===== config.mk =====
export PLATFORM = sky130hd
export DESIGN_NAME = flow_exec_unit
export DESIGN_NICKNAME = d
export VERILOG_FILES = /design/src/flow_exec_pkg.sv /design/src/flow_exec_unit.sv
export VERILOG_INCLUDE_DIRS = /design/src /design/src/src
export SDC_FILE = /design/constraint.sdc
export NUM_CORES = 1
export LEC_CHECK = 0
export BUFFER_PORTS_ARGS = -buffer_cell sky130_fd_sc_hd__buf_2
export CELL_PAD_IN_SITES_DETAIL_PLACEMENT = 2
export CELL_PAD_IN_SITES_GLOBAL_PLACEMENT = 2
export CORE_MARGIN = 8
export CORE_UTILIZATION = 33
export CTS_BUF_LIST = sky130_fd_sc_hd__clkbuf_8
export CTS_CLUSTER_DIAMETER = 100
export CTS_CLUSTER_SIZE = 24
export DETAILED_ROUTE_END_ITERATION = 6
export GPL_TIMING_DRIVEN = 1
export PLACE_DENSITY_LB_ADDON = 0.1
export SLEW_MARGIN = 5
export SYNTH_ARGS = -nofsm -noshare
export SYNTH_HDL_FRONTEND = slang
export SYNTH_SLANG_ARGS = --single-unit

===== constraint.sdc =====
create_clock -name CLK_SYS -period 7.7 [get_ports CLK_SYS]
set_input_delay 1.54 -clock CLK_SYS [delete_from_list [all_inputs] [get_ports CLK_SYS]]
set_output_delay 1.54 -clock CLK_SYS [all_outputs]
set_load 0.02 [all_outputs]

===== src/flow_exec_cfg.svh =====
// Constants for the branch, skip, bit and shift execution unit.
`ifndef FLOW_EXEC_CFG_SVH
`define FLOW_EXEC_CFG_SVH

// Datapath widths.
`define DATA_W 8
`define PC_W 16
`define DISP_W 7
`define OP_W 6

// Positions of the flags inside the status flags register.
`define FLAG_C 0
`define FLAG_Z 1
`define FLAG_N 2
`define FLAG_V 3
`define FLAG_S 4
`define FLAG_H 5
`define FLAG_T 6
`define FLAG_I 7

// Reset values.
`define FLAGS_RST 8'h00
`define PC_RST 16'h0000
`define DATA_RST 8'h00
`define CNT_RST 2'h0
`define READY_RST 1'b1

// Cycle counts and program counter steps.
`define CYC_ONE 2'h1
`define CYC_TWO 2'h2
`define CYC_THREE 2'h3
`define PC_STEP_ONE 16'h0001
`define PC_STEP_SKIP_ONE 16'h0002
`define PC_STEP_SKIP_TWO 16'h0003
`define DATA_ZERO 8'h00
`define BIT_ONE 8'h01

`endif


===== src/flow_exec_pkg.sv =====
// Types shared by the branch, skip, bit and shift execution unit.
package flow_exec_pkg;

  typedef enum logic [5:0] {
    OP_SKIP_REG_BIT_SET = 6'b000000,
    OP_SKIP_IO_BIT_CLEAR = 6'b000001,
    OP_SKIP_IO_BIT_SET = 6'b000010,
    OP_BRANCH_FLAG_INDEX_SET = 6'b000011,
    OP_BRANCH_FLAG_INDEX_CLEAR = 6'b000100,
    OP_BRANCH_EQUAL = 6'b000101,
    OP_BRANCH_NOT_EQUAL = 6'b000110,
    OP_BRANCH_CARRY_SET = 6'b000111,
    OP_BRANCH_CARRY_CLEAR = 6'b001000,
    OP_BRANCH_SAME_OR_HIGHER = 6'b001001,
    OP_BRANCH_LOWER = 6'b001010,
    OP_BRANCH_MINUS = 6'b001011,
    OP_BRANCH_PLUS = 6'b001100,
    OP_BRANCH_SIGNED_GE = 6'b001101,
    OP_BRANCH_SIGNED_LT = 6'b001110,
    OP_BRANCH_HALF_CARRY_SET = 6'b001111,
    OP_BRANCH_HALF_CARRY_CLEAR = 6'b010000,
    OP_BRANCH_TRANSFER_BIT_SET = 6'b010001,
    OP_BRANCH_TRANSFER_BIT_CLEAR = 6'b010010,
    OP_BRANCH_OVERFLOW_SET = 6'b010011,
    OP_BRANCH_OVERFLOW_CLEAR = 6'b010100,
    OP_BRANCH_IRQ_ENABLED = 6'b010101,
    OP_BRANCH_IRQ_DISABLED = 6'b010110,
    OP_IO_BIT_SET = 6'b010111,
    OP_IO_BIT_CLEAR = 6'b011000,
    OP_SHIFT_LEFT_LOGICAL = 6'b011001,
    OP_SHIFT_RIGHT_LOGICAL = 6'b011010,
    OP_ROTATE_LEFT_CARRY = 6'b011011,
    OP_ROTATE_RIGHT_CARRY = 6'b011100,
    OP_SHIFT_RIGHT_ARITH = 6'b011101,
    OP_BIT_TO_TRANSFER_FLAG = 6'b011110,
    OP_TRANSFER_FLAG_TO_BIT = 6'b011111,
    OP_CARRY_FORCE_ONE = 6'b100000,
    OP_CARRY_FORCE_ZERO = 6'b100001
  } op_t;

  typedef enum logic [0:0] {
    ST_IDLE = 1'b0,
    ST_WAIT = 1'b1
  } state_t;

endpackage


===== src/flow_exec_unit.sv =====
// Execution unit for skips, branches, I/O bit writes, shifts and flag moves.
// Overview of operation
// RULE_01 - Register bit set skips next instruction
// RULE_02 - I/O bit clear skips next instruction
// RULE_03 - I/O bit set skips; skips keep flags
// RULE_04 - Indexed flag branches: PC plus k plus one
// RULE_05 - Zero and carry branches, flags unchanged
// RULE_06 - Same-or-higher is carry clear; lower carry set
// RULE_07 - Signed branches use N xor V; N alone
// RULE_08 - Half-carry branches set or clear
// RULE_09 - Transfer bit branches set or clear
// RULE_10 - Overflow branches set or clear
// RULE_11 - Interrupt enable branches on flag I
// RULE_12 - I/O bit set/clear, two cycles, no flags
// RULE_13 - Shift left, shift right, rotate left
// RULE_14 - Rotate right through carry, flags updated
// RULE_15 - Arithmetic right shift keeps bit seven
// RULE_16 - Bit store to T, bit load from T
// RULE_17 - Force carry one or zero
// RULE_18 - Skip one or two words, extra cycles
// RULE_19 - Displacement is signed two's complement
`timescale 1ns/1ps
`default_nettype none
`include "flow_exec_cfg.svh"

module flow_exec_unit
  import flow_exec_pkg::*;
(
  // Clock and reset.
  input wire logic CLK_SYS,
  input wire logic NRST,
  // Instruction from decode.
  input wire logic CMD_VALID,
  input wire op_t CMD_OP,
  input wire logic [`PC_W-1:0] CMD_PC,
  input wire logic [`DATA_W-1:0] CMD_REG,
  input wire logic [`DATA_W-1:0] CMD_IO,
  input wire logic [2:0] CMD_BIT,
  input wire logic [`DISP_W-1:0] CMD_K,
  input wire logic CMD_NEXT_TWO_WORD,
  output logic CMD_READY,
  // Status flags loaded by other instruction classes.
  input wire logic FLAGS_LOAD,
  input wire logic [`DATA_W-1:0] FLAGS_IN,
  output logic [`DATA_W-1:0] STATUS_FLAGS,
  // Results.
  output logic DONE,
  output logic [`PC_W-1:0] PC_NEXT,
  output logic REG_WE,
  output logic [`DATA_W-1:0] REG_DATA,
  output logic IO_WE,
  output logic [`DATA_W-1:0] IO_DATA
);

  state_t state_q, state_d;
  logic [1:0] cnt_q, cnt_d;
  logic ready_q, ready_d;
  logic done_q, done_d;
  logic [`DATA_W-1:0] flags_q, flags_d;
  logic [`PC_W-1:0] pc_q, pc_d;
  logic reg_we_q, reg_we_d;
  logic [`DATA_W-1:0] reg_data_q, reg_data_d;
  logic io_we_q, io_we_d;
  logic [`DATA_W-1:0] io_data_q, io_data_d;
  logic reg_pend_q, reg_pend_d;
  logic io_pend_q, io_pend_d;

  logic take;
  logic is_skip;
  logic is_jump;
  logic is_shift;
  logic cond;
  logic carry_new;
  logic reg_wr;
  logic io_wr;
  logic [1:0] ncyc;
  logic [`DATA_W-1:0] res;
  logic [`DATA_W-1:0] io_res;
  logic [`DATA_W-1:0] fl;
  logic [`DATA_W-1:0] bit_mask;
  logic [`PC_W-1:0] pc_new;
  logic [`PC_W-1:0] disp;

  assign take = CMD_VALID && ready_q;

  always_comb begin
    is_skip = CMD_OP inside {OP_SKIP_REG_BIT_SET, OP_SKIP_IO_BIT_CLEAR, OP_SKIP_IO_BIT_SET};
    is_jump = CMD_OP inside {[OP_BRANCH_FLAG_INDEX_SET:OP_BRANCH_IRQ_DISABLED]};
    is_shift = 1'b0;
    cond = 1'b0;
    carry_new = flags_q[`FLAG_C];
    reg_wr = 1'b0;
    io_wr = 1'b0;
    res = CMD_REG;
    io_res = CMD_IO;
    fl = flags_q;
    ncyc = `CYC_ONE;
    bit_mask = `BIT_ONE << CMD_BIT;
    // The displacement is sign extended so that branches reach backwards too.
    disp = {{(`PC_W-`DISP_W){CMD_K[`DISP_W-1]}}, CMD_K}; // RULE_19
    pc_new = CMD_PC + `PC_STEP_ONE;
    unique case (CMD_OP)
      OP_SKIP_REG_BIT_SET: cond = CMD_REG[CMD_BIT]; // RULE_01
      OP_SKIP_IO_BIT_CLEAR: cond = !CMD_IO[CMD_BIT]; // RULE_02
      OP_SKIP_IO_BIT_SET: cond = CMD_IO[CMD_BIT]; // RULE_03
      OP_BRANCH_FLAG_INDEX_SET: cond = flags_q[CMD_BIT]; // RULE_04
      OP_BRANCH_FLAG_INDEX_CLEAR: cond = !flags_q[CMD_BIT]; // RULE_04
      OP_BRANCH_EQUAL: cond = flags_q[`FLAG_Z]; // RULE_05
      OP_BRANCH_NOT_EQUAL: cond = !flags_q[`FLAG_Z]; // RULE_05
      OP_BRANCH_CARRY_SET, OP_BRANCH_LOWER: cond = flags_q[`FLAG_C]; // RULE_06
      OP_BRANCH_CARRY_CLEAR, OP_BRANCH_SAME_OR_HIGHER: cond = !flags_q[`FLAG_C]; // RULE_06
      OP_BRANCH_MINUS: cond = flags_q[`FLAG_N]; // RULE_07
      OP_BRANCH_PLUS: cond = !flags_q[`FLAG_N]; // RULE_07
      OP_BRANCH_SIGNED_GE: cond = !(flags_q[`FLAG_N] ^ flags_q[`FLAG_V]); // RULE_07
      OP_BRANCH_SIGNED_LT: cond = flags_q[`FLAG_N] ^ flags_q[`FLAG_V]; // RULE_07
      OP_BRANCH_HALF_CARRY_SET: cond = flags_q[`FLAG_H]; // RULE_08
      OP_BRANCH_HALF_CARRY_CLEAR: cond = !flags_q[`FLAG_H]; // RULE_08
      OP_BRANCH_TRANSFER_BIT_SET: cond = flags_q[`FLAG_T]; // RULE_09
      OP_BRANCH_TRANSFER_BIT_CLEAR: cond = !flags_q[`FLAG_T]; // RULE_09
      OP_BRANCH_OVERFLOW_SET: cond = flags_q[`FLAG_V]; // RULE_10
      OP_BRANCH_OVERFLOW_CLEAR: cond = !flags_q[`FLAG_V]; // RULE_10
      OP_BRANCH_IRQ_ENABLED: cond = flags_q[`FLAG_I]; // RULE_11
      OP_BRANCH_IRQ_DISABLED: cond = !flags_q[`FLAG_I]; // RULE_11
      OP_IO_BIT_SET: begin
        io_wr = 1'b1;
        io_res = CMD_IO | bit_mask; // RULE_12
        ncyc = `CYC_TWO;
      end
      OP_IO_BIT_CLEAR: begin
        io_wr = 1'b1;
        io_res = CMD_IO & ~bit_mask; // RULE_12
        ncyc = `CYC_TWO;
      end
      OP_SHIFT_LEFT_LOGICAL: begin
        is_shift = 1'b1;
        res = {CMD_REG[6:0], 1'b0}; // RULE_13
        carry_new = CMD_REG[7];
      end
      OP_SHIFT_RIGHT_LOGICAL: begin
        is_shift = 1'b1;
        res = {1'b0, CMD_REG[7:1]}; // RULE_13
        carry_new = CMD_REG[0];
      end
      OP_ROTATE_LEFT_CARRY: begin
        is_shift = 1'b1;
        res = {CMD_REG[6:0], flags_q[`FLAG_C]}; // RULE_13
        carry_new = CMD_REG[7];
      end
      OP_ROTATE_RIGHT_CARRY: begin
        is_shift = 1'b1;
        res = {flags_q[`FLAG_C], CMD_REG[7:1]}; // RULE_14
        carry_new = CMD_REG[0];
      end
      OP_SHIFT_RIGHT_ARITH: begin
        is_shift = 1'b1;
        res = {CMD_REG[7], CMD_REG[7:1]}; // RULE_15
        carry_new = CMD_REG[0];
      end
      OP_BIT_TO_TRANSFER_FLAG: begin
        fl[`FLAG_T] = CMD_REG[CMD_BIT]; // RULE_16
      end
      OP_TRANSFER_FLAG_TO_BIT: begin
        reg_wr = 1'b1;
        res = flags_q[`FLAG_T] ? (CMD_REG | bit_mask) : (CMD_REG & ~bit_mask); // RULE_16
      end
      OP_CARRY_FORCE_ONE: begin
        fl[`FLAG_C] = 1'b1; // RULE_17
      end
      OP_CARRY_FORCE_ZERO: begin
        fl[`FLAG_C] = 1'b0; // RULE_17
      end
      default: begin
      end
    endcase
    // Shifts share one flag update; S is left alone since only Z, C, N and V change.
    if (is_shift) begin
      reg_wr = 1'b1;
      fl[`FLAG_C] = carry_new; // RULE_14
      fl[`FLAG_Z] = (res == `DATA_ZERO);
      fl[`FLAG_N] = res[7];
      fl[`FLAG_V] = res[7] ^ carry_new; // RULE_15
    end
    if (is_skip && cond) begin
      // Each skipped word costs one cycle on top of the base cycle.
      pc_new = CMD_PC + (CMD_NEXT_TWO_WORD ? `PC_STEP_SKIP_TWO : `PC_STEP_SKIP_ONE); // RULE_18
      ncyc = CMD_NEXT_TWO_WORD ? `CYC_THREE : `CYC_TWO; // RULE_18
    end
    if (is_jump && cond) begin
      pc_new = CMD_PC + disp + `PC_STEP_ONE; // RULE_04
      ncyc = `CYC_TWO; // RULE_10
    end
  end

  always_comb begin
    state_d = state_q;
    cnt_d = cnt_q;
    ready_d = ready_q;
    done_d = 1'b0;
    reg_we_d = 1'b0;
    io_we_d = 1'b0;
    flags_d = flags_q;
    pc_d = pc_q;
    reg_data_d = reg_data_q;
    io_data_d = io_data_q;
    reg_pend_d = reg_pend_q;
    io_pend_d = io_pend_q;
    // An outside load of the flags yields to an instruction taken in the same cycle.
    if (FLAGS_LOAD && !take) begin
      flags_d = FLAGS_IN;
    end
    unique case (state_q)
      ST_IDLE: begin
        if (take) begin
          flags_d = fl; // RULE_03
          pc_d = pc_new;
          reg_data_d = res;
          io_data_d = io_res;
          if (ncyc == `CYC_ONE) begin
            done_d = 1'b1;
            reg_we_d = reg_wr;
            io_we_d = io_wr;
          end else begin
            state_d = ST_WAIT;
            ready_d = 1'b0;
            cnt_d = ncyc - `CYC_ONE;
            reg_pend_d = reg_wr;
            io_pend_d = io_wr;
          end
        end
      end
      ST_WAIT: begin
        if (cnt_q == `CYC_ONE) begin
          state_d = ST_IDLE;
          ready_d = 1'b1;
          done_d = 1'b1;
          reg_we_d = reg_pend_q;
          io_we_d = io_pend_q; // RULE_12
        end else begin
          cnt_d = cnt_q - `CYC_ONE;
        end
      end
    endcase
  end

  always_ff @(posedge CLK_SYS) begin
    if (!NRST) begin
      state_q <= ST_IDLE;
      cnt_q <= `CNT_RST;
      ready_q <= `READY_RST;
      done_q <= 1'b0;
      flags_q <= `FLAGS_RST;
      pc_q <= `PC_RST;
      reg_we_q <= 1'b0;
      reg_data_q <= `DATA_RST;
      io_we_q <= 1'b0;
      io_data_q <= `DATA_RST;
      reg_pend_q <= 1'b0;
      io_pend_q <= 1'b0;
    end else begin
      state_q <= state_d;
      cnt_q <= cnt_d;
      ready_q <= ready_d;
      done_q <= done_d;
      flags_q <= flags_d;
      pc_q <= pc_d;
      reg_we_q <= reg_we_d;
      reg_data_q <= reg_data_d;
      io_we_q <= io_we_d;
      io_data_q <= io_data_d;
      reg_pend_q <= reg_pend_d;
      io_pend_q <= io_pend_d;
    end
  end

  assign CMD_READY = ready_q;
  assign DONE = done_q;
  assign STATUS_FLAGS = flags_q;
  assign PC_NEXT = pc_q;
  assign REG_WE = reg_we_q;
  assign REG_DATA = reg_data_q;
  assign IO_WE = io_we_q;
  assign IO_DATA = io_data_q;

  a_skip_reg_pc: assert property (@(posedge CLK_SYS) disable iff (!NRST) // RULE_01
    take && CMD_OP == OP_SKIP_REG_BIT_SET && CMD_REG[CMD_BIT] && !CMD_NEXT_TWO_WORD
    |=> PC_NEXT == $past(CMD_PC) + `PC_STEP_SKIP_ONE ##1 DONE)
    else $error("register bit skip did not advance by two in two cycles");

  a_skip_io_two: assert property (@(posedge CLK_SYS) disable iff (!NRST) // RULE_02
    take && CMD_OP == OP_SKIP_IO_BIT_CLEAR && !CMD_IO[CMD_BIT] && CMD_NEXT_TWO_WORD
    |=> (PC_NEXT == $past(CMD_PC) + `PC_STEP_SKIP_TWO) && !DONE ##1 !DONE ##1 DONE)
    else $error("I/O clear skip over two words mistimed");

  a_skip_keep_flags: assert property (@(posedge CLK_SYS) disable iff (!NRST) // RULE_03
    take && CMD_OP == OP_SKIP_IO_BIT_SET |=> STATUS_FLAGS == $past(STATUS_FLAGS))
    else $error("skip changed a status flag");

  a_branch_not_taken: assert property (@(posedge CLK_SYS) disable iff (!NRST) // RULE_04
    take && CMD_OP == OP_BRANCH_FLAG_INDEX_SET && !STATUS_FLAGS[CMD_BIT]
    |=> DONE && CMD_READY && PC_NEXT == $past(CMD_PC) + `PC_STEP_ONE)
    else $error("untaken branch not one cycle");

  a_branch_ge_target: assert property (@(posedge CLK_SYS) disable iff (!NRST) // RULE_07
    take && CMD_OP == OP_BRANCH_SIGNED_GE && STATUS_FLAGS[`FLAG_N] == STATUS_FLAGS[`FLAG_V]
    |=> !DONE && PC_NEXT == $past(CMD_PC)
    + {{(`PC_W-`DISP_W){$past(CMD_K[`DISP_W-1])}}, $past(CMD_K)} + `PC_STEP_ONE
    ##1 DONE)
    else $error("signed branch target or timing wrong");

  a_io_set_bit: assert property (@(posedge CLK_SYS) disable iff (!NRST) // RULE_12
    take && CMD_OP == OP_IO_BIT_SET
    |=> IO_DATA[$past(CMD_BIT)] && !IO_WE && STATUS_FLAGS == $past(STATUS_FLAGS)
    ##1 IO_WE && DONE)
    else $error("I/O bit set wrong");

  a_ror_carry: assert property (@(posedge CLK_SYS) disable iff (!NRST) // RULE_14
    take && CMD_OP == OP_ROTATE_RIGHT_CARRY
    |=> REG_WE && REG_DATA[7] == $past(STATUS_FLAGS[`FLAG_C])
    && STATUS_FLAGS[`FLAG_C] == $past(CMD_REG[0]))
    else $error("rotate right through carry wrong");

  a_asr_sign_kept: assert property (@(posedge CLK_SYS) disable iff (!NRST) // RULE_15
    take && CMD_OP == OP_SHIFT_RIGHT_ARITH
    |=> REG_DATA[7] == $past(CMD_REG[7]) && REG_DATA[6] == $past(CMD_REG[7]))
    else $error("arithmetic shift lost the sign bit");

  a_carry_force: assert property (@(posedge CLK_SYS) disable iff (!NRST) // RULE_17
    take && CMD_OP == OP_CARRY_FORCE_ONE
    |=> STATUS_FLAGS[`FLAG_C] && STATUS_FLAGS[7:1] == $past(STATUS_FLAGS[7:1]))
    else $error("carry force touched other flags");

endmodule

`default_nettype wire


==> out/summary.json, run 1 <==
{
  "run_status": {"value": "finished, final reports clean"},
  "yosys_register_bits": {"value": 49},
  "die_height": {"value": 126.6, "unit": "um"},
  "power-per-cell-area": {"value": 168.1, "unit": "nW/um^2"},
  "path_clk_slew": {"value": 90, "unit": "ps"},
  "utilization": {"value": 0.3941},
  "post_cts.resized_instances": {"value": 0},
  "path_delay_family": {"value": "simple AND/OR/NAND/NOR gates"},
  "worst_ir_drop_vdd": {"value": 0.00006617, "unit": "V"},
  "maxClockFrequency": {"value": 197.6, "unit": "MHz"},
  "final_cell_mix": {"value": "104 x buf_2, 55 x nor2_1, 53 x nand2_1"},
  "syn-cell-area": {"value": 4038, "unit": "sq um"},
  "clkLatencyLatePin": {"value": 310, "unit": "ps"},
  "vias_in_the_first_global_route": {"value": 4808},
  "comb_pwr_share": {"value": 0.372},
  "synth_edf_count": {"value": 0},
  "grt_antenna_before_repair": {"value": 0},
  "hold_slack": {"value": 461.0, "unit": "ps"},
  "die_w": {"value": 126.6, "unit": "um"},
  "fin_total_pwr": {"value": 792.6, "unit": "uW"},
  "gp_congestion": {"value": 0.8240},
  "critPathBufInv": {"value": 2},
  "drcViolationCount": {"value": 0},
  "rsz0062_at_grt": {"value": "false"},
  "syn_nets": {"value": 620},
  "p_int": {"value": 496.2, "unit": "uW"},
  "worstHoldPathCells": {"value": 2},
  "cp_max_fo": {"value": 24},
  "initial_core_utilization": {"value": 0.3376},
  "wire_per_inst": {"value": 19.98, "unit": "um"},
  "root_buffer": {"value": "clkbuf_8"},
  "ctsLongestPathBuffers": {"value": 2},
  "tritoncts_sinks": {"value": 49},
  "cts_tree": {"value": "built"},
  "ioPinCount": {"value": 105},
  "fin_nets": {"value": 701},
  "transition_time_of_the_tightest_slew_check_pin": {"value": 1008, "unit": "ps"},
  "grt.total_usage": {"value": 0.1895},
  "synth.lib_cells_used.distinct": {"value": 63},
  "grt_start_max_net_pins": {"value": 40},
  "ctsHtreeMaxLevel": {"value": 2},
  "detailroute.via_count": {"value": 4378},
  "crit_slowest_cell": {"value": "buf_2"},
  "ant_nets": {"value": 0},
  "swShare": {"value": 0.3740},
  "post-cts-setup-buffers": {"value": 0},
  "critical_path.cell_chain": {"value": "buf_2 > mux2_2 > o22ai_1 > nor4_1 > a311oi_1 > and4_1 > nand2_1 > and2_1 > nand2b_1 > ha_1 > inv_1 > fa_1 > nor2_1 > nand4_1 > xnor2_1 > mux2i_1 > a211oi_1"},
  "synth.yosys.seq_area_share": {"value": 0.2430},
  "drv_cap": {"value": 0},
  "ys_async_sr_fraction": {"value": 0},
  "p_switching": {"value": 296.4, "unit": "uW"},
  "design.core.area": {"value": 11960, "unit": "sq um"},
  "layout.cells.most_common": {"value": "buf_2"},
  "layout_setup_ws": {"value": 2640, "unit": "ps"},
  "rr_worst_depth": {"value": 16},
  "clock-skew-final": {"value": 5.365, "unit": "ps"},
  "power_frac_clock": {"value": 0.244},
  "layout_min_cycle_time": {"value": 5060, "unit": "ps"},
  "areaGrowthSynthToFinish": {"value": 16.76, "unit": "%"},
  "dominant_register_cell_in_the_synthesized_netlist": {"value": "dfxtp_1"},
  "timing.final.max_slew_violations": {"value": 0},
  "drt_iter0_drc": {"value": 148},
  "vias_per_cell": {"value": 5.708},
  "setup.worst_path.start_class": {"value": "input port"},
  "wirelength": {"value": 15330, "unit": "um"},
  "cts.hold.buffers_added": {"value": 0},
  "hold_viol_final": {"value": 0},
  "timing.final.crit_share": {"value": 0.6571},
  "layout-drive-gt1-share": {"value": 0.2081},
  "port-buffer-count": {"value": 104},
  "die_area": {"value": 16030, "unit": "sq um"},
  "final.setup.tns": {"value": 0, "unit": "ps"},
  "yosys_warnings": {"value": 0},
  "timing.critical_path.depth": {"value": 17},
  "antenna-diode-count": {"value": 0},
  "synth.avg_cell_area": {"value": 7.505, "unit": "sq um"},
  "holdCritPathClass": {"value": "flip-flop to flip-flop"},
  "seq_power_share": {"value": 0.385},
  "detail_route.first_pass.iterations": {"value": 4},
  "finalSetupViolCount": {"value": 0},
  "critPathArrivalTime": {"value": 5290, "unit": "ps"},
  "dpl_worst_slack": {"value": 2307, "unit": "ps"},
  "endpoint_kind": {"value": "flip-flop"},
  "grt_remaining_overflow": {"value": 0},
  "worstPathRequired": {"value": 7930, "unit": "ps"},
  "cpPeakStageDelay": {"value": 420, "unit": "ps"},
  "worst-setup-path-type": {"value": "input port to flip-flop"},
  "leakagePower": {"value": 2.004, "unit": "nW"},
  "tritoncts.num_buffers": {"value": 5},
  "detailed_place_hpwl": {"value": 12370, "unit": "um"},
  "syn_inst": {"value": 538},
  "timing.slew.headroom": {"value": 0.3266},
  "grt_first_pass_wirelength": {"value": 25140, "unit": "um"},
  "rows": {"value": 40}
}
## stage by stage
stage	cell area, sq um	std cells
2_1_floorplan	4038	538
3_3_place_gp	4598	759
3_5_place_dp	4598	759
4_1_cts	4715	767
5_1_grt	4715	767
6_report	4715	767
## synthesized netlist by cell type (all sizes together) (3+ instances only)
master  number  share of area
clkbuf      22          0.021
o22ai        4         0.0062
or2          4         0.0062
nor2b       10          0.015
o211ai       6          0.011
or3          4         0.0074
a211oi      15          0.029
dfxtp       49           0.24
a21oi       44          0.057
and3b        3         0.0065
a221oi       6          0.015
and2         5         0.0077
nand3b       5         0.0093
o21ai       31          0.038
nand3       29          0.036
a22oi        6          0.011
o221ai       4         0.0087
buf         10          0.019
nor2        56          0.052
a22o         3         0.0065
xnor2       16          0.035
ha          19          0.059
nand2b       5         0.0077
mux2         4          0.011
xor2        12          0.026
a311oi       4         0.0087
nor3b        4         0.0074
nand4        5         0.0077
a31oi        8          0.012
and3        10          0.015
a211o        3         0.0065
nor4         3         0.0046
mux2i       18          0.045
a21o         6          0.011
nor3        14          0.017
inv         16          0.015
nand2       53          0.049
## worst min-delay path, cell delays in order, from the launching register on
cell     delay [ps]
dfxtp_1         320
nand2_1          50
a21oi_1          50
## registers in the layout, indices dropped and copies added (netlist names)
name          cells
cnt_q             2
IO_WE             1
REG_WE            1
REG_DATA          8
IO_DATA           8
state_q           1
STATUS_FLAGS      8
DONE              1
reg_pend_q        1
io_pend_q         1
PC_NEXT          16
CMD_READY         1
## path summary, 6_finish.rpt
kind              startpoint     endpoint  slack [ps]
max               CMD_BIT[1]  PC_NEXT[12]        2640
min               IO_DATA[3]   IO_DATA[3]         460
max reg2reg  STATUS_FLAGS[6]  PC_NEXT[12]        3760
min reg2reg       IO_DATA[3]   IO_DATA[3]         460
## power by group through the flow
stage / sequential (mW) / clock (mW) / combinational, mW
CTS: 0.305 / 0.199 / 0.299
detailed placement: 0.311 / 0 / 0.297
global placement: 0.310 / 0 / 0.286
global route: 0.309 / 0.210 / 0.325
finish: 0.305 / 0.193 / 0.295
floorplan: 0.332 / 0 / 0.173
## logic make-up (layout without fill, tap and decap cells)
kind of cell / after synthesis / in the layout / share of synthesized area
AND/OR/NAND/NOR: 214 / 214 / 0.2591
AO/OA/AOI/OAI: 156 / 156 / 0.2578
flip-flops: 49 / 49 / 0.2429
buffers and inverters: 48 / 130 / 0.05485
XOR/XNOR: 28 / 28 / 0.06074
multiplexers: 22 / 22 / 0.05578
adder cells (fa/ha/maj): 21 / 21 / 0.06880
## routing by layer
layer	GRT usage	routed length [um]	share of wire	vias to the layer above
met2	0.3472	7849	0.51	86
met5	0	0	0	-
met3	0.02304	466	0.030	11
met4	0.05025	191	0.012	0
li1	-	-	-	2134
met1	0.2270	6818	0.44	2147
## area by class of cell
type | instances | area, sq um
fillers | 1419 | 7247
inverters | 16 | 60.06
clock buffers | 6 | 82.58
multi-input cells | 441 | 2838
well taps | 147 | 183.9
flip-flops and latches | 49 | 980.9
clock inverters | 2 | 33.78
repair buffers | 106 | 535.5
(Power assumes the default switching activity.)
==> run 2, diff against run 1 <==
--- a/config.mk
+++ b/config.mk
@@ -10,7 +10,7 @@
 export CELL_PAD_IN_SITES_DETAIL_PLACEMENT = 2
 export CELL_PAD_IN_SITES_GLOBAL_PLACEMENT = 2
 export CORE_MARGIN = 8
-export CORE_UTILIZATION = 33
+export CORE_UTILIZATION = 28
 export CTS_BUF_LIST = sky130_fd_sc_hd__clkbuf_8
 export CTS_CLUSTER_DIAMETER = 100
 export CTS_CLUSTER_SIZE = 24
==> constraint.sdc (replaced) <==
create_clock -name CLK_SYS -period 4.1 [get_ports CLK_SYS]
set_input_delay 0.82 -clock CLK_SYS [delete_from_list [all_inputs] [get_ports CLK_SYS]]
set_output_delay 0.82 -clock CLK_SYS [all_outputs]
set_load 0.02 [all_outputs]
==> out/summary.json, run 2 (synthesis gave the netlist of run 1 again) <==
{
  "run_status": {"value": "finished, final reports clean"},
  "leakagePower": {"value": 2.076, "unit": "nW"},
  "die_area": {"value": 18520, "unit": "sq um"},
  "tritoncts.num_buffers": {"value": 5},
  "rsz0062_at_grt": {"value": "false"},
  "areaGrowthSynthToFinish": {"value": 20.64, "unit": "%"},
  "crit_path_frequent_cell": {"value": "buf_4"},
  "worstPathRequired": {"value": 4340, "unit": "ps"},
  "grt.total_usage": {"value": 0.1769},
  "timing.rr.end": {"value": "PC_NEXT[14]"},
  "critical_path.cell_chain": {"value": "buf_2 > buf_4 > mux2i_1 > a22oi_1 > o211ai_1 > a311oi_1 > and4_1 > nand2_1 > and2_1 > nand2b_1 > ha_1 > inv_1 > fa_1 > nor2_2 > buf_4 > nand4_1 > xor2_1 > o21a_1 > a21oi_1"},
  "drt_iter0_drc": {"value": 134},
  "grt_antenna_before_repair": {"value": 0},
  "antenna-diode-count": {"value": 0},
  "gp_congestion": {"value": 0.8148},
  "endpoint_kind": {"value": "flip-flop"},
  "setup.worst_path.start_class": {"value": "input port"},
  "wirelength": {"value": 16520, "unit": "um"},
  "ctsHtreeMaxLevel": {"value": 2},
  "worstHoldPathCells": {"value": 2},
  "rows": {"value": 44},
  "cpPeakStageDelay": {"value": 390, "unit": "ps"},
  "layout_min_cycle_time": {"value": 3771, "unit": "ps"},
  "swShare": {"value": 0.3930},
  "p_int": {"value": 880.4, "unit": "uW"},
  "critPathArrivalTime": {"value": 4010, "unit": "ps"},
  "port-buffer-count": {"value": 104},
  "clkLatencyLatePin": {"value": 310, "unit": "ps"},
  "layout_setup_ws": {"value": 329.4, "unit": "ps"},
  "path_delay_family": {"value": "compound AO/OA/AOI/OAI gates"},
  "wire_per_inst": {"value": 20.14, "unit": "um"},
  "drv_cap": {"value": 0},
  "regToRegStartpoint": {"value": "STATUS_FLAGS[6]"},
  "ant_nets": {"value": 0},
  "layout.cells.most_common": {"value": "buf_2"},
  "drcViolationCount": {"value": 0},
  "cts_tree": {"value": "built"},
  "final_cell_count_no_fill": {"value": 820},
  "p_switching": {"value": 569.9, "unit": "uW"},
  "ctsLongestPathBuffers": {"value": 2},
  "detailroute.via_count": {"value": 4471},
  "die_w": {"value": 136.1, "unit": "um"},
  "detail_route.first_pass.iterations": {"value": 4},
  "placed_cells": {"value": 812},
  "cts.hold.buffers_added": {"value": 0},
  "num-fill-cells": {"value": 1714},
  "timing.final.crit_share": {"value": 0.9197},
  "finalSetupViolCount": {"value": 0},
  "tritoncts_sinks": {"value": 49},
  "holdCritPathClass": {"value": "flip-flop to flip-flop"},
  "grt_first_pass_wirelength": {"value": 26130, "unit": "um"},
  "largest_register_ffs": {"value": 16},
  "detailed_place_hpwl": {"value": 13360, "unit": "um"},
  "clock-skew-final": {"value": 4.254, "unit": "ps"},
  "transition_time_of_the_tightest_slew_check_pin": {"value": 1145, "unit": "ps"},
  "ioPinCount": {"value": 105},
  "timing.slew.headroom": {"value": 0.2356},
  "seq_power_share": {"value": 0.394},
  "worst_ir_drop_vdd": {"value": 0.0001134, "unit": "V"},
  "reg2reg_slack": {"value": 580, "unit": "ps"},
  "vias_per_cell": {"value": 5.452},
  "dpl_worst_slack": {"value": -78.99, "unit": "ps"},
  "worst_hold_startpoint": {"value": "IO_DATA[2]"},
  "maxClockFrequency": {"value": 265.2, "unit": "MHz"},
  "hold_path_end": {"value": "IO_DATA[2]"},
  "comb_pwr_share": {"value": 0.399},
  "grt_remaining_overflow": {"value": 0},
  "critPathBufInv": {"value": 4},
  "layout-drive-gt1-share": {"value": 0.2311},
  "hold_viol_final": {"value": 0},
  "rr_worst_depth": {"value": 17},
  "root_buffer": {"value": "clkbuf_8"},
  "cp_max_fo": {"value": 8},
  "design.core.area": {"value": 14310, "unit": "sq um"},
  "vias_in_the_first_global_route": {"value": 4971},
  "power_frac_clock": {"value": 0.207},
  "path_clk_slew": {"value": 90, "unit": "ps"},
  "power-per-cell-area": {"value": 297.8, "unit": "nW/um^2"},
  "initial_core_utilization": {"value": 0.2821},
  "timing.final.max_slew_violations": {"value": 0},
  "fin_nets": {"value": 718},
  "crit_slowest_cell": {"value": "fa_1"},
  "final_cell_mix": {"value": "104 x buf_2, 54 x nor2_1, 53 x nand2_1"},
  "grt_start_max_net_pins": {"value": 38},
  "die_height": {"value": 136.1, "unit": "um"},
  "worst-setup-path-type": {"value": "input port to flip-flop"}
}
==> run 2: changes by cell type in the layout (fill, tap and decap cells not counted) <==
cell / before / now
buf_4: 2 / 19
a211oi_1: 14 / 13
a211oi_2: 1 / 2
bufinv_16: 1 / 0
nor2_1: 55 / 54
nor2_4: 0 / 1
==> run 2: stage by stage <==
| stage | utilization | area, sq um | hold slack, ps | power [mW] | TNS (ps) |
|---|---|---|---|---|---|
| 6_report | 0.3403 | 4871 | 467.5 | 1.450 | 0 |
| 5_1_grt | 0.3403 | 4871 | 498.0 | 1.549 | 0 |
| 3_3_place_gp | 0.3332 | 4770 | 442.5 | 1.145 | 0 |
| 3_5_place_dp | 0.3332 | 4770 | 458.4 | 1.167 | -180.7 |
| 4_1_cts | 0.3392 | 4856 | 471.1 | 1.473 | 0 |
| 2_1_floorplan | - | 4038 | 443.7 | 0.9487 | 0 |
==> run 2: timing repair <==
| action | 4_1_cts | 5_1_grt |
|---|---|---|
| setup buffers | 0 | 1 |
| resized for setup | 0 | 2 |
| setup endpoints to repair | 0 | 5 |
==> run 2: routing by layer <==
| metal | share of wire | wire [um] | vias to the layer above | track usage |
|---|---|---|---|---|
| met5 | 0 | 0 | - | 0 |
| met4 | 0.020 | 329 | 0 | 0.05247 |
| met3 | 0.035 | 570 | 19 | 0.02069 |
| met2 | 0.52 | 8558 | 93 | 0.3299 |
| met1 | 0.43 | 7058 | 2198 | 0.2059 |
| li1 | - | - | 2161 | - |
==> run 2: cell type report <==
cell class              instances  area [sq um]  area share
clock buffers                   6         82.58     0.01695
clock inverters                 1         3.754   0.0007706
inverters                      16         60.06     0.01233
multi-input cells             441          2850      0.5852
flip-flops and latches         49         980.9      0.2014
well taps                     184         230.2     0.04726
repair buffers                123         663.1      0.1361
==> run 2: power groups by stage <==
stage / clock network, mW / logic, mW / registers (mW)
after floorplan: 0 / 0.325 / 0.624
final: 0.300 / 0.579 / 0.571
after global placement: 0 / 0.563 / 0.582
after detailed placement: 0 / 0.584 / 0.583
after CTS: 0.314 / 0.586 / 0.572
after global routing: 0.331 / 0.638 / 0.579
==> run 2: worst max-delay path by stage <==
stage	start	to	cells past startpoint
6_report	CMD_BIT[1]	PC_NEXT[14]	19
2_1_floorplan	CMD_BIT[0]	PC_NEXT[12]	17
4_1_cts	CMD_BIT[1]	PC_NEXT[12]	18
5_1_grt	CMD_BIT[1]	PC_NEXT[12]	18
3_5_place_dp	CMD_BIT[1]	PC_NEXT[12]	18
3_3_place_gp	CMD_BIT[1]	PC_NEXT[15]	19
==> run 2: worst register-to-register path: cells and delay by family, from the launching register on <==
family | cells | cell delay, ps
buffers and inverters | 3 | 420
AOI/OAI and AO/OA | 5 | 900
xor gates and xnor gates | 1 | 150
and+or+nand+nor | 6 | 880
DFF | 1 | 540
adders and majority gates | 2 | 570
